--- src/dual_timer_map.svh ---
/*
  Register word indices, field positions, reset values and divider taps
  for the dual 8-bit interval timer.
  Assumes an Avalon-MM slave that uses word addresses.
*/
`ifndef DUAL_TIMER_MAP_SVH
`define DUAL_TIMER_MAP_SVH

// register word indices
`define IDX_PORT3_DIRECTION   16'hFF23
`define IDX_PORT3_LATCH       16'hFF03
`define IDX_TIMER_A_CTRL      16'hFF4C
`define IDX_TIMER_B_CTRL      16'hFF4E
`define IDX_TIMER_A_COMPARE   16'hFF4A
`define IDX_TIMER_B_COMPARE   16'hFF4B
`define IDX_TIMER_A_COUNT     16'hFF48
`define IDX_TIMER_B_COUNT     16'hFF49

// reset values
`define RST_PORT3_DIRECTION   8'hFF
`define RST_PORT3_LATCH       8'h00
`define RST_COMPARE           8'h00
`define PORT3_DIR_FIXED_ONES  8'hF0

// control register field positions
`define CTRL_RUN_BIT          7
`define CTRL_CLK_HI           5
`define CTRL_CLK_LO           3
`define CTRL_MODE_HI          2
`define CTRL_MODE_LO          1
`define CTRL_OE_BIT           0

// port-3 pins shared with the timers
`define PIN31                 1
`define PIN32                 2

// prescaler taps, as the number of low divider bits that must be all ones
`define TAP_A_DIV16           4
`define TAP_A_DIV256          8
`define TAP_B_DIV8            3
`define TAP_B_DIV128          7

`endif

--- src/dual_timer_pkg.sv ---
/*
  Types shared by the dual 8-bit interval timer modules.
  Assumes dual_timer_map.svh is included by the users of the field numbers.
*/
package dual_timer_pkg;

  // one timer's control register as software sees it
  typedef struct packed {
    logic       run;       // timer_run_control
    logic       spare;
    logic [2:0] clk_sel;   // timer a uses the low two bits
    logic [1:0] mode;      // mode_select bits held here
    logic       out_en;    // timer_output_enable
  } timer_ctrl_t;

  // timer a count clock choices
  typedef enum logic [1:0] {
    clk_a_div16  = 2'h0,
    clk_a_div256 = 2'h1,
    clk_a_match  = 2'h2,
    clk_a_toggle = 2'h3
  } clk_a_sel_t;

  // bus answer sequencing
  typedef enum logic {
    bus_idle,
    bus_answer
  } bus_state_t;

endpackage : dual_timer_pkg

--- src/timer_channel.sv ---
/*
  One 8-bit up-counter with compare, clear on match and toggling output.
  Assumes count_en is a one-cycle enable on the same clock.
*/
`timescale 1ns/100ps
module timer_channel
  import dual_timer_pkg::*;
(
  // clock and reset
  input  wire logic       clock,
  input  wire logic       rst_sync_n,
  // control
  input  wire logic       enable,
  input  wire logic       count_en,
  input  wire logic [7:0] compare,
  // results
  output logic [7:0]      count,
  output logic            match,
  output logic            wave
);

  // counter: cleared while stopped, cleared on match, else increments on count_en
  always_ff @(posedge clock or negedge rst_sync_n) begin
    if (!rst_sync_n) begin
      count <= 8'h00;
    end else if (!enable) begin
      count <= 8'h00;
    end else if (count_en) begin
      count <= (count == compare) ? 8'h00 : count + 8'h01;
    end
  end

  // match pulse in the cycle the counter shows zero again
  always_ff @(posedge clock or negedge rst_sync_n) begin
    if (!rst_sync_n) begin
      match <= 1'b0;
    end else begin
      match <= enable && count_en && (count == compare);
    end
  end

  // output inverts on each match, low while stopped
  always_ff @(posedge clock or negedge rst_sync_n) begin
    if (!rst_sync_n) begin
      wave <= 1'b0;
    end else if (!enable) begin
      wave <= 1'b0;
    end else if (count_en && (count == compare)) begin
      wave <= ~wave;
    end
  end

endmodule : timer_channel

--- src/dual_timer.sv ---
/*
  Two 8-bit interval timers, prescalers, external count and port-3 registers.
  Assumes a single 250 MHz clock and an Avalon-MM master that honours waitrequest.
*/
// The Avalon-MM interface to the registers is this design's own decision.
// How it works
// - direction bit 0 drives pin, 1 floats
// - direction resets to all ones, top fixed
// - two counters in discrete mode, timer a can also count timer b matches or output toggles
// - only timer b counts external pulses
// - match clears counter, counting continues
// - interrupt raised as counter clears
// - timer a clock select four choices
// - timer b clock select six choices
// - run low clears and halts counter
// - all-zero mode bits select discrete mode
// - output enable routes timer to pin
// - external clock comes from pin 31
`timescale 1ns/100ps
`include "dual_timer_map.svh"
module dual_timer
  import dual_timer_pkg::*;
(
  // clock and reset
  input  wire logic        clock,
  input  wire logic        rst_n,
  // avalon-mm slave
  input  wire logic [15:0] address,
  input  wire logic        read,
  input  wire logic        write,
  input  wire logic [31:0] writedata,
  output logic [31:0]      readdata,
  output logic             waitrequest,
  // port-3 pins
  input  wire logic [3:0]  port3_in,
  output logic [3:0]       port3_out,
  output logic [3:0]       port3_oe,
  // interrupt requests
  output logic             timer_match_irq_a,
  output logic             timer_match_irq_b
);

  logic [1:0]  rst_pipe;
  logic        rst_sync_n;
  bus_state_t  bus_state;
  logic        wr_take;
  logic [7:0]  port3_direction;
  logic [7:0]  port3_latch;
  timer_ctrl_t ctrl_a, ctrl_b;
  logic [7:0]  timer_compare_a, timer_compare_b;
  logic [7:0]  timer_a_count_value, timer_b_count_value;
  logic        match_b;
  logic        wave_a, wave_b;
  logic        wave_b_q;
  logic [7:0]  divider;
  logic [3:0]  pin_meta, pin_sync;
  logic        ext_prev;
  logic        ext_edge;
  logic [2:0]  ext_div;
  logic        enable_a, enable_b;
  logic        tick_a, tick_b;
  logic [31:0] next_readdata;

  // true when the low n bits of v are all ones
  function automatic logic low_ones(input logic [7:0] v, input int n);
    return (v | (8'hFF << n)) == 8'hFF;
  endfunction : low_ones

  // reset release through two flops
  always_ff @(posedge clock or negedge rst_n) begin
    if (!rst_n) begin
      rst_pipe <= 2'h0;
    end else begin
      rst_pipe <= {rst_pipe[0], 1'b1};
    end
  end
  assign rst_sync_n = rst_pipe[1];

  // bus: one wait cycle, then answer with waitrequest low
  always_ff @(posedge clock or negedge rst_sync_n) begin
    if (!rst_sync_n) begin
      bus_state   <= bus_idle;
      waitrequest <= 1'b1;
    end else begin
      case (bus_state)
        bus_idle: begin
          if (read || write) begin
            bus_state   <= bus_answer;
            waitrequest <= 1'b0;
          end
        end
        bus_answer: begin
          bus_state   <= bus_idle;
          waitrequest <= 1'b1;
        end
        default: begin
          bus_state   <= bus_idle;
          waitrequest <= 1'b1;
        end
      endcase
    end
  end
  assign wr_take = write && (bus_state == bus_answer);

  // read mux, unmapped words read zero
  always_comb begin
    next_readdata = 32'h0000_0000;
    case (address)
      `IDX_PORT3_DIRECTION: next_readdata[7:0] = port3_direction;
      `IDX_PORT3_LATCH:     next_readdata[7:0] = port3_latch;
      `IDX_TIMER_A_CTRL:    next_readdata[7:0] = ctrl_a;
      `IDX_TIMER_B_CTRL:    next_readdata[7:0] = ctrl_b;
      `IDX_TIMER_A_COMPARE: next_readdata[7:0] = timer_compare_a;
      `IDX_TIMER_B_COMPARE: next_readdata[7:0] = timer_compare_b;
      `IDX_TIMER_A_COUNT:   next_readdata[7:0] = timer_a_count_value;
      `IDX_TIMER_B_COUNT:   next_readdata[7:0] = timer_b_count_value;
      default:              next_readdata = 32'h0000_0000;
    endcase
  end

  // read data latched while the wait cycle runs
  always_ff @(posedge clock or negedge rst_sync_n) begin
    if (!rst_sync_n) begin
      readdata <= 32'h0000_0000;
    end else if (read && bus_state == bus_idle) begin
      readdata <= next_readdata;
    end
  end

  // port-3 direction, upper nibble stuck at one, and latch
  always_ff @(posedge clock or negedge rst_sync_n) begin
    if (!rst_sync_n) begin
      port3_direction <= `RST_PORT3_DIRECTION;
      port3_latch     <= `RST_PORT3_LATCH;
    end else if (wr_take) begin
      if (address == `IDX_PORT3_DIRECTION) begin
        port3_direction <= writedata[7:0] | `PORT3_DIR_FIXED_ONES;
      end
      if (address == `IDX_PORT3_LATCH) begin
        port3_latch <= writedata[7:0];
      end
    end
  end

  // timer control and compare registers, compare any value 00 to FF
  always_ff @(posedge clock or negedge rst_sync_n) begin
    if (!rst_sync_n) begin
      ctrl_a          <= '0;
      ctrl_b          <= '0;
      timer_compare_a <= `RST_COMPARE;
      timer_compare_b <= `RST_COMPARE;
    end else if (wr_take) begin
      if (address == `IDX_TIMER_A_CTRL) begin
        ctrl_a <= {writedata[`CTRL_RUN_BIT], 2'b00, writedata[`CTRL_CLK_LO+1:`CTRL_CLK_LO],
                   1'b0, writedata[`CTRL_MODE_LO], writedata[`CTRL_OE_BIT]};
      end
      if (address == `IDX_TIMER_B_CTRL) begin
        ctrl_b <= {writedata[`CTRL_RUN_BIT], 1'b0, writedata[`CTRL_CLK_HI:`CTRL_CLK_LO],
                   writedata[`CTRL_MODE_HI:`CTRL_MODE_LO], writedata[`CTRL_OE_BIT]};
      end
      if (address == `IDX_TIMER_A_COMPARE) begin
        timer_compare_a <= writedata[7:0];
      end
      if (address == `IDX_TIMER_B_COMPARE) begin
        timer_compare_b <= writedata[7:0];
      end
    end
  end

  always_ff @(posedge clock or negedge rst_sync_n) begin
    if (!rst_sync_n) begin
      divider <= 8'h00;
    end else begin
      divider <= divider + 8'h01;
    end
  end

  // two-flop synchroniser, then rising edge of pin 31
  always_ff @(posedge clock or negedge rst_sync_n) begin
    if (!rst_sync_n) begin
      pin_meta <= 4'h0;
      pin_sync <= 4'h0;
      ext_prev <= 1'b0;
    end else begin
      pin_meta <= port3_in;
      pin_sync <= pin_meta;
      ext_prev <= pin_sync[`PIN31];
    end
  end
  assign ext_edge = pin_sync[`PIN31] && !ext_prev;

  // external edge divider, restarted while timer b stopped
  always_ff @(posedge clock or negedge rst_sync_n) begin
    if (!rst_sync_n) begin
      ext_div <= 3'h0;
    end else if (!enable_b) begin
      ext_div <= 3'h0;
    end else if (ext_edge) begin
      ext_div <= ext_div + 3'h1;
    end
  end

  // count only in discrete mode with run set
  assign enable_a = ctrl_a.run && ({ctrl_a.mode[0], ctrl_b.mode} == 3'h0);
  assign enable_b = ctrl_b.run && ({ctrl_a.mode[0], ctrl_b.mode} == 3'h0);

  always_comb begin
    case (clk_a_sel_t'(ctrl_a.clk_sel[1:0]))
      clk_a_div16:  tick_a = low_ones(divider, `TAP_A_DIV16);
      clk_a_div256: tick_a = low_ones(divider, `TAP_A_DIV256);
      clk_a_match:  tick_a = match_b;
      clk_a_toggle: tick_a = wave_b != wave_b_q;
      default:      tick_a = 1'b0;
    endcase
  end

  // timer b count clock choice, unused codes never tick
  always_comb begin
    case (ctrl_b.clk_sel)
      3'h0:    tick_b = low_ones(divider, `TAP_B_DIV8);
      3'h1:    tick_b = low_ones(divider, `TAP_B_DIV128);
      3'h2:    tick_b = ext_edge;
      3'h3:    tick_b = ext_edge && ext_div[0];
      3'h4:    tick_b = ext_edge && (ext_div[1:0] == 2'h3);
      3'h5:    tick_b = ext_edge && (ext_div == 3'h7);
      default: tick_b = 1'b0;
    endcase
  end

  // timer b output delayed to spot its transitions
  always_ff @(posedge clock or negedge rst_sync_n) begin
    if (!rst_sync_n) begin
      wave_b_q <= 1'b0;
    end else begin
      wave_b_q <= wave_b;
    end
  end

  timer_channel timer_a (
    .clock      (clock),
    .rst_sync_n (rst_sync_n),
    .enable     (enable_a),
    .count_en   (tick_a),
    .compare    (timer_compare_a),
    .count      (timer_a_count_value),
    .match      (),
    .wave       (wave_a)
  );
  timer_channel timer_b (
    .clock      (clock),
    .rst_sync_n (rst_sync_n),
    .enable     (enable_b),
    .count_en   (tick_b),
    .compare    (timer_compare_b),
    .count      (timer_b_count_value),
    .match      (match_b),
    .wave       (wave_b)
  );

  // one-cycle request in the cycle the counter clears
  always_ff @(posedge clock or negedge rst_sync_n) begin
    if (!rst_sync_n) begin
      timer_match_irq_a <= 1'b0;
      timer_match_irq_b <= 1'b0;
    end else begin
      timer_match_irq_a <= enable_a && tick_a && (timer_a_count_value == timer_compare_a);
      timer_match_irq_b <= enable_b && tick_b && (timer_b_count_value == timer_compare_b);
    end
  end

  // pin drivers, timer output ORed with the latch bit when enabled
  always_ff @(posedge clock or negedge rst_sync_n) begin
    if (!rst_sync_n) begin
      port3_out <= 4'h0;
      port3_oe  <= 4'h0;
    end else begin
      port3_oe  <= ~port3_direction[3:0];
      port3_out <= port3_latch[3:0];
      if (ctrl_a.out_en) begin
        port3_out[`PIN31] <= wave_a | port3_latch[`PIN31];
      end
      if (ctrl_b.out_en) begin
        port3_out[`PIN32] <= wave_b | port3_latch[`PIN32];
      end
    end
  end

endmodule : dual_timer

--- config.mk ---
export PLATFORM = sky130hd
export DESIGN_NAME = dual_timer
export DESIGN_NICKNAME = d
export VERILOG_FILES = /design/src/dual_timer_pkg.sv /design/src/timer_channel.sv /design/src/dual_timer.sv
export VERILOG_INCLUDE_DIRS = /design/src
export SDC_FILE = /design/constraint.sdc
export NUM_CORES = 1
export LEC_CHECK = 0
export ABC_AREA = 1
export BUFFER_PORTS_ARGS = -buffer_cell sky130_fd_sc_hd__buf_2
export CORE_AREA = 2 2 116 162
export DETAILED_ROUTE_END_ITERATION = 7
export DIE_AREA = 0 0 118 164
export PLACE_DENSITY = 0.48
export SLEW_MARGIN = 20
export SYNTH_ARGS = -nofsm -noshare
export SYNTH_HDL_FRONTEND = slang
export SYNTH_SLANG_ARGS = --single-unit
export TNS_END_PERCENT = 50
--- constraint.sdc ---
create_clock -name clock -period 3.2 [get_ports clock]
set_input_delay 0.64 -clock clock [delete_from_list [all_inputs] [get_ports clock]]
set_output_delay 0.64 -clock clock [all_outputs]
set_load 0.05 [all_outputs]
==> impl_results.md <==
* WS Path Type: reg -> reg
* Post-Synth Simple-Gate Area at 0.317
* Vias in the first global route at roughly 4.1k
* Status: completed
* Most frequent cells in the layout: nand2_1, dfrtp_1, nand3_1, nor2_1, inv_1
* Area Overhead vs Synth at 12.1%
* Total Routing Usage GR at 0.139
* P_sw at about 0.64 mW
* Clk pin slew, worst setup/hold paths at around 0.070 ns
* Cells after Synth at ~650
* Hold Fails Final Rpt at 0
* Placer Congestion at roughly 0.84
* Worst slew pin tran at ~0.52 ns
* PnR worst setup slack at around 1.3 ns
* Internal at between 1.5 and 2 mW
* Final Cell Area at ~0.006 mm²
* LEAKAGE at about 3.1 nW
* Die area at between 0.015 and 0.02 mm²
* Cts hold-fix bufs at 0
* CP arrival at around 2.2 ns
* Synth Area per Inst at ~8 µm²
* Largest net degree at the start of global routing at 38
* Main combinational cell family by area after synthesis: simple AND/OR/NAND/NOR gates
* Total grt overflow at 0
* Clock Skews at roughly 0.0083 ns
* Hpwl dp at ~10000 µm
* Logic pwr share at 0.066
* WL/cell at 13.7 µm
* Total of max-cap violations at 0
* Most common cell after layout, fill and taps aside: nand2_1
* Cell Pwr Density at 408 mW/mm²
* FF/Latch Area at 0.00239 mm²
* Worst VDD drop at 0.220 mV
* First-pass GRT wire length at 21000 µm
* Tmin final at 1.90 ns
* Worst reg2reg endpoint: timer_b.count[7]
* Worst skew pair latency at ~0.34 ns
* Clk buf depth at 2
* TritonRoute pass-1 iters at 4
* Num Clock Sinks at 95
* CP max FO at 7
* WL final at ~13000 µm
* Post-place setup slack at roughly 1.1 ns
* CTS resizes at 0
* Nets at between 700 and 800
* Vias/cell at between 4 and 5
* Complex-gate fraction of the synthesized area at 0.0638
* Synthesized area at 0.00528 mm²
* Fillers at 1926
* CP Launch Type: flip-flop
* Setup TNS at 0 ns
* R2R setup slack at 1.30 ns
* Initial Utilization at 0.294
* Reg-to-reg startpoint: ext_div[0]
* Syn. warnings at 0
* Initial antenna violation count at 0
* Post-synthesis sequential area ratio at 0.452
* Final ANT Viol Nets at 0
* Core area at roughly 0.018 mm²
* Vias at 4128
* Mux share of post-synthesis cell area at 0
* Crit. End Element: flip-flop
* Chip height at 164 µm
* Antenna cells at 0
* Initial DRC Count at roughly 170
* Sw Share at 0.266
* Placed cells at 918
* Sequential fraction of design power at 0.506
* CTS Root Cell: clkbuf_16
* Post-DP Area at approximately 0.0056 mm²
* Fmax achieved at between 0.5 and 0.6 GHz
* Period Utilization, post-route at 0.592
* Setup Fix Bufs, Post-CTS at 0
* Remaining DRCs at 0
* Hold Path Class: in -> async
* Reg2Reg Depth at 11
* Port Buf Inserts at 47
* Post-synthesis xor/xnor area fraction at 0.0564
* Final Max Slew Viols at 0
* Synth unique cells at 38
* H-tree levels at 3
* RSZ-0062 raised after global routing: false
* Yosys reg bits at 95
* Clk pwr share at 0.428
* Die width at 118 µm
* # rows at 58
* Layout cells sized above 1 at 0.157
* Multi-input logic area at approximately 0.0025 mm²
* Max_slew headroom at 0.656
* CTS tree: yes
* Post-route non-filler standard cell count at 934
* I/O Pins at slightly below 100
* Final setup viols at 0
* Num CTS Buffers at 9
* Req. time, crit path at 3.48 ns
* Post-Synth Adder-Cell Area at 0.0142
-- synth_stat cells (all sizes together) --
cell	n	area, µm²
nand3b	2	15.0
nand3	88	508
ha	6	75.1
dfrtp	90	2250
o21ai	44	254
nor3	3	15.0
clkinv	1	3.75
and3	1	6.26
nand4	4	25.0
dfstp	5	131
o21bai	1	7.51
xor2	20	175
clkbuf	8	36.3
a21oi	4	31.3
nor2	68	365
a21o	3	22.5
inv	52	195
xnor2	14	123
o211ai	2	15.0
a31oi	1	6.26
buf	35	269
conb	2	7.51
nand2	192	738
-- cells by family after synthesis --
kind of cell             after synthesis
flip-flops                            95
AND/OR/NAND/NOR                      358
XOR/XNOR                              34
AO/OA/AOI/OAI                         55
buffers and inverters                 96
other                                  2
adder cells (fa/ha/maj)                6
-- state kept, by name, indices dropped and copies added (netlist names), 2 cells and up --
| name | cells |
|---|---|
| ctrl_a | 5 |
| ctrl_b | 7 |
| divider | 8 |
| ext_div | 3 |
| port3_direction | 4 |
| port3_latch | 8 |
| port3_oe | 4 |
| port3_out | 4 |
| readdata | 8 |
| rst_pipe | 2 |
| timer_a.count | 8 |
| timer_b.count | 8 |
| timer_compare_a | 8 |
| timer_compare_b | 8 |
-- per-layer routing --
metal	track usage	vias up	wire, µm
li1	-	2090	-
met1	0.158	1951	5250
met2	0.262	79	7020
met3	0.0184	8	345
met4	0.0581	0	204
met5	0	-	0
-- worst max-delay path, stage by stage, from the launching register on --
cell,delay (ns)
dfrtp_1,0.42
ha_1,0.23
ha_1,0.18
inv_1,0.05
nand2_1,0.04
o211ai_1,0.09
nand2_1,0.07
nand2_1,0.13
nand3_1,0.22
inv_1,0.26
nand2_1,0.09
nand2_1,0.07
-- how the worst max path moves through the flow --
stage	cells after the start	end	startpoint	slack [ns]
after CTS	11	timer_b.count[7]	ext_div[0]	1.27
after floorplan	0	bus_state	rst_pipe[1]	0.37
final	11	timer_b.count[7]	ext_div[0]	1.30
after global placement	12	readdata[0]	address[14]	1.08
after detailed placement	12	readdata[0]	address[9]	1.07
after global routing	10	timer_a.wave	divider[0]	1.11
-- power groups by stage --
stage               clock (mW)  combinational, mW  sequential, mW
global route              1.12              0.173            1.22
detailed placement           0              0.161            1.24
floorplan                    0              0.124            1.26
global placement             0              0.159            1.24
finish                    1.03              0.158            1.22
CTS                       1.07              0.162            1.22
-- cell type report --
cell class                 instances  area share
multi-input combinational        478       0.418
sequential                        95       0.403
tap                              240      0.0508
timing repair buffer              52      0.0461
clock buffer                       9      0.0381
inverter                          53      0.0336
clock inverter                     7     0.00952
-- through the flow --
step / hold WS, ns / utilization / power [mW]
2_1_floorplan: 0.331 / - / 1.38
3_3_place_gp: 0.316 / 0.314 / 1.40
3_5_place_dp: 0.323 / 0.314 / 1.41
4_1_cts: 0.0567 / 0.330 / 2.45
5_1_grt: 0.0583 / 0.330 / 2.51
6_report: 0.0690 / 0.330 / 2.41
Note: power is estimated with default switching activity, not from simulation.
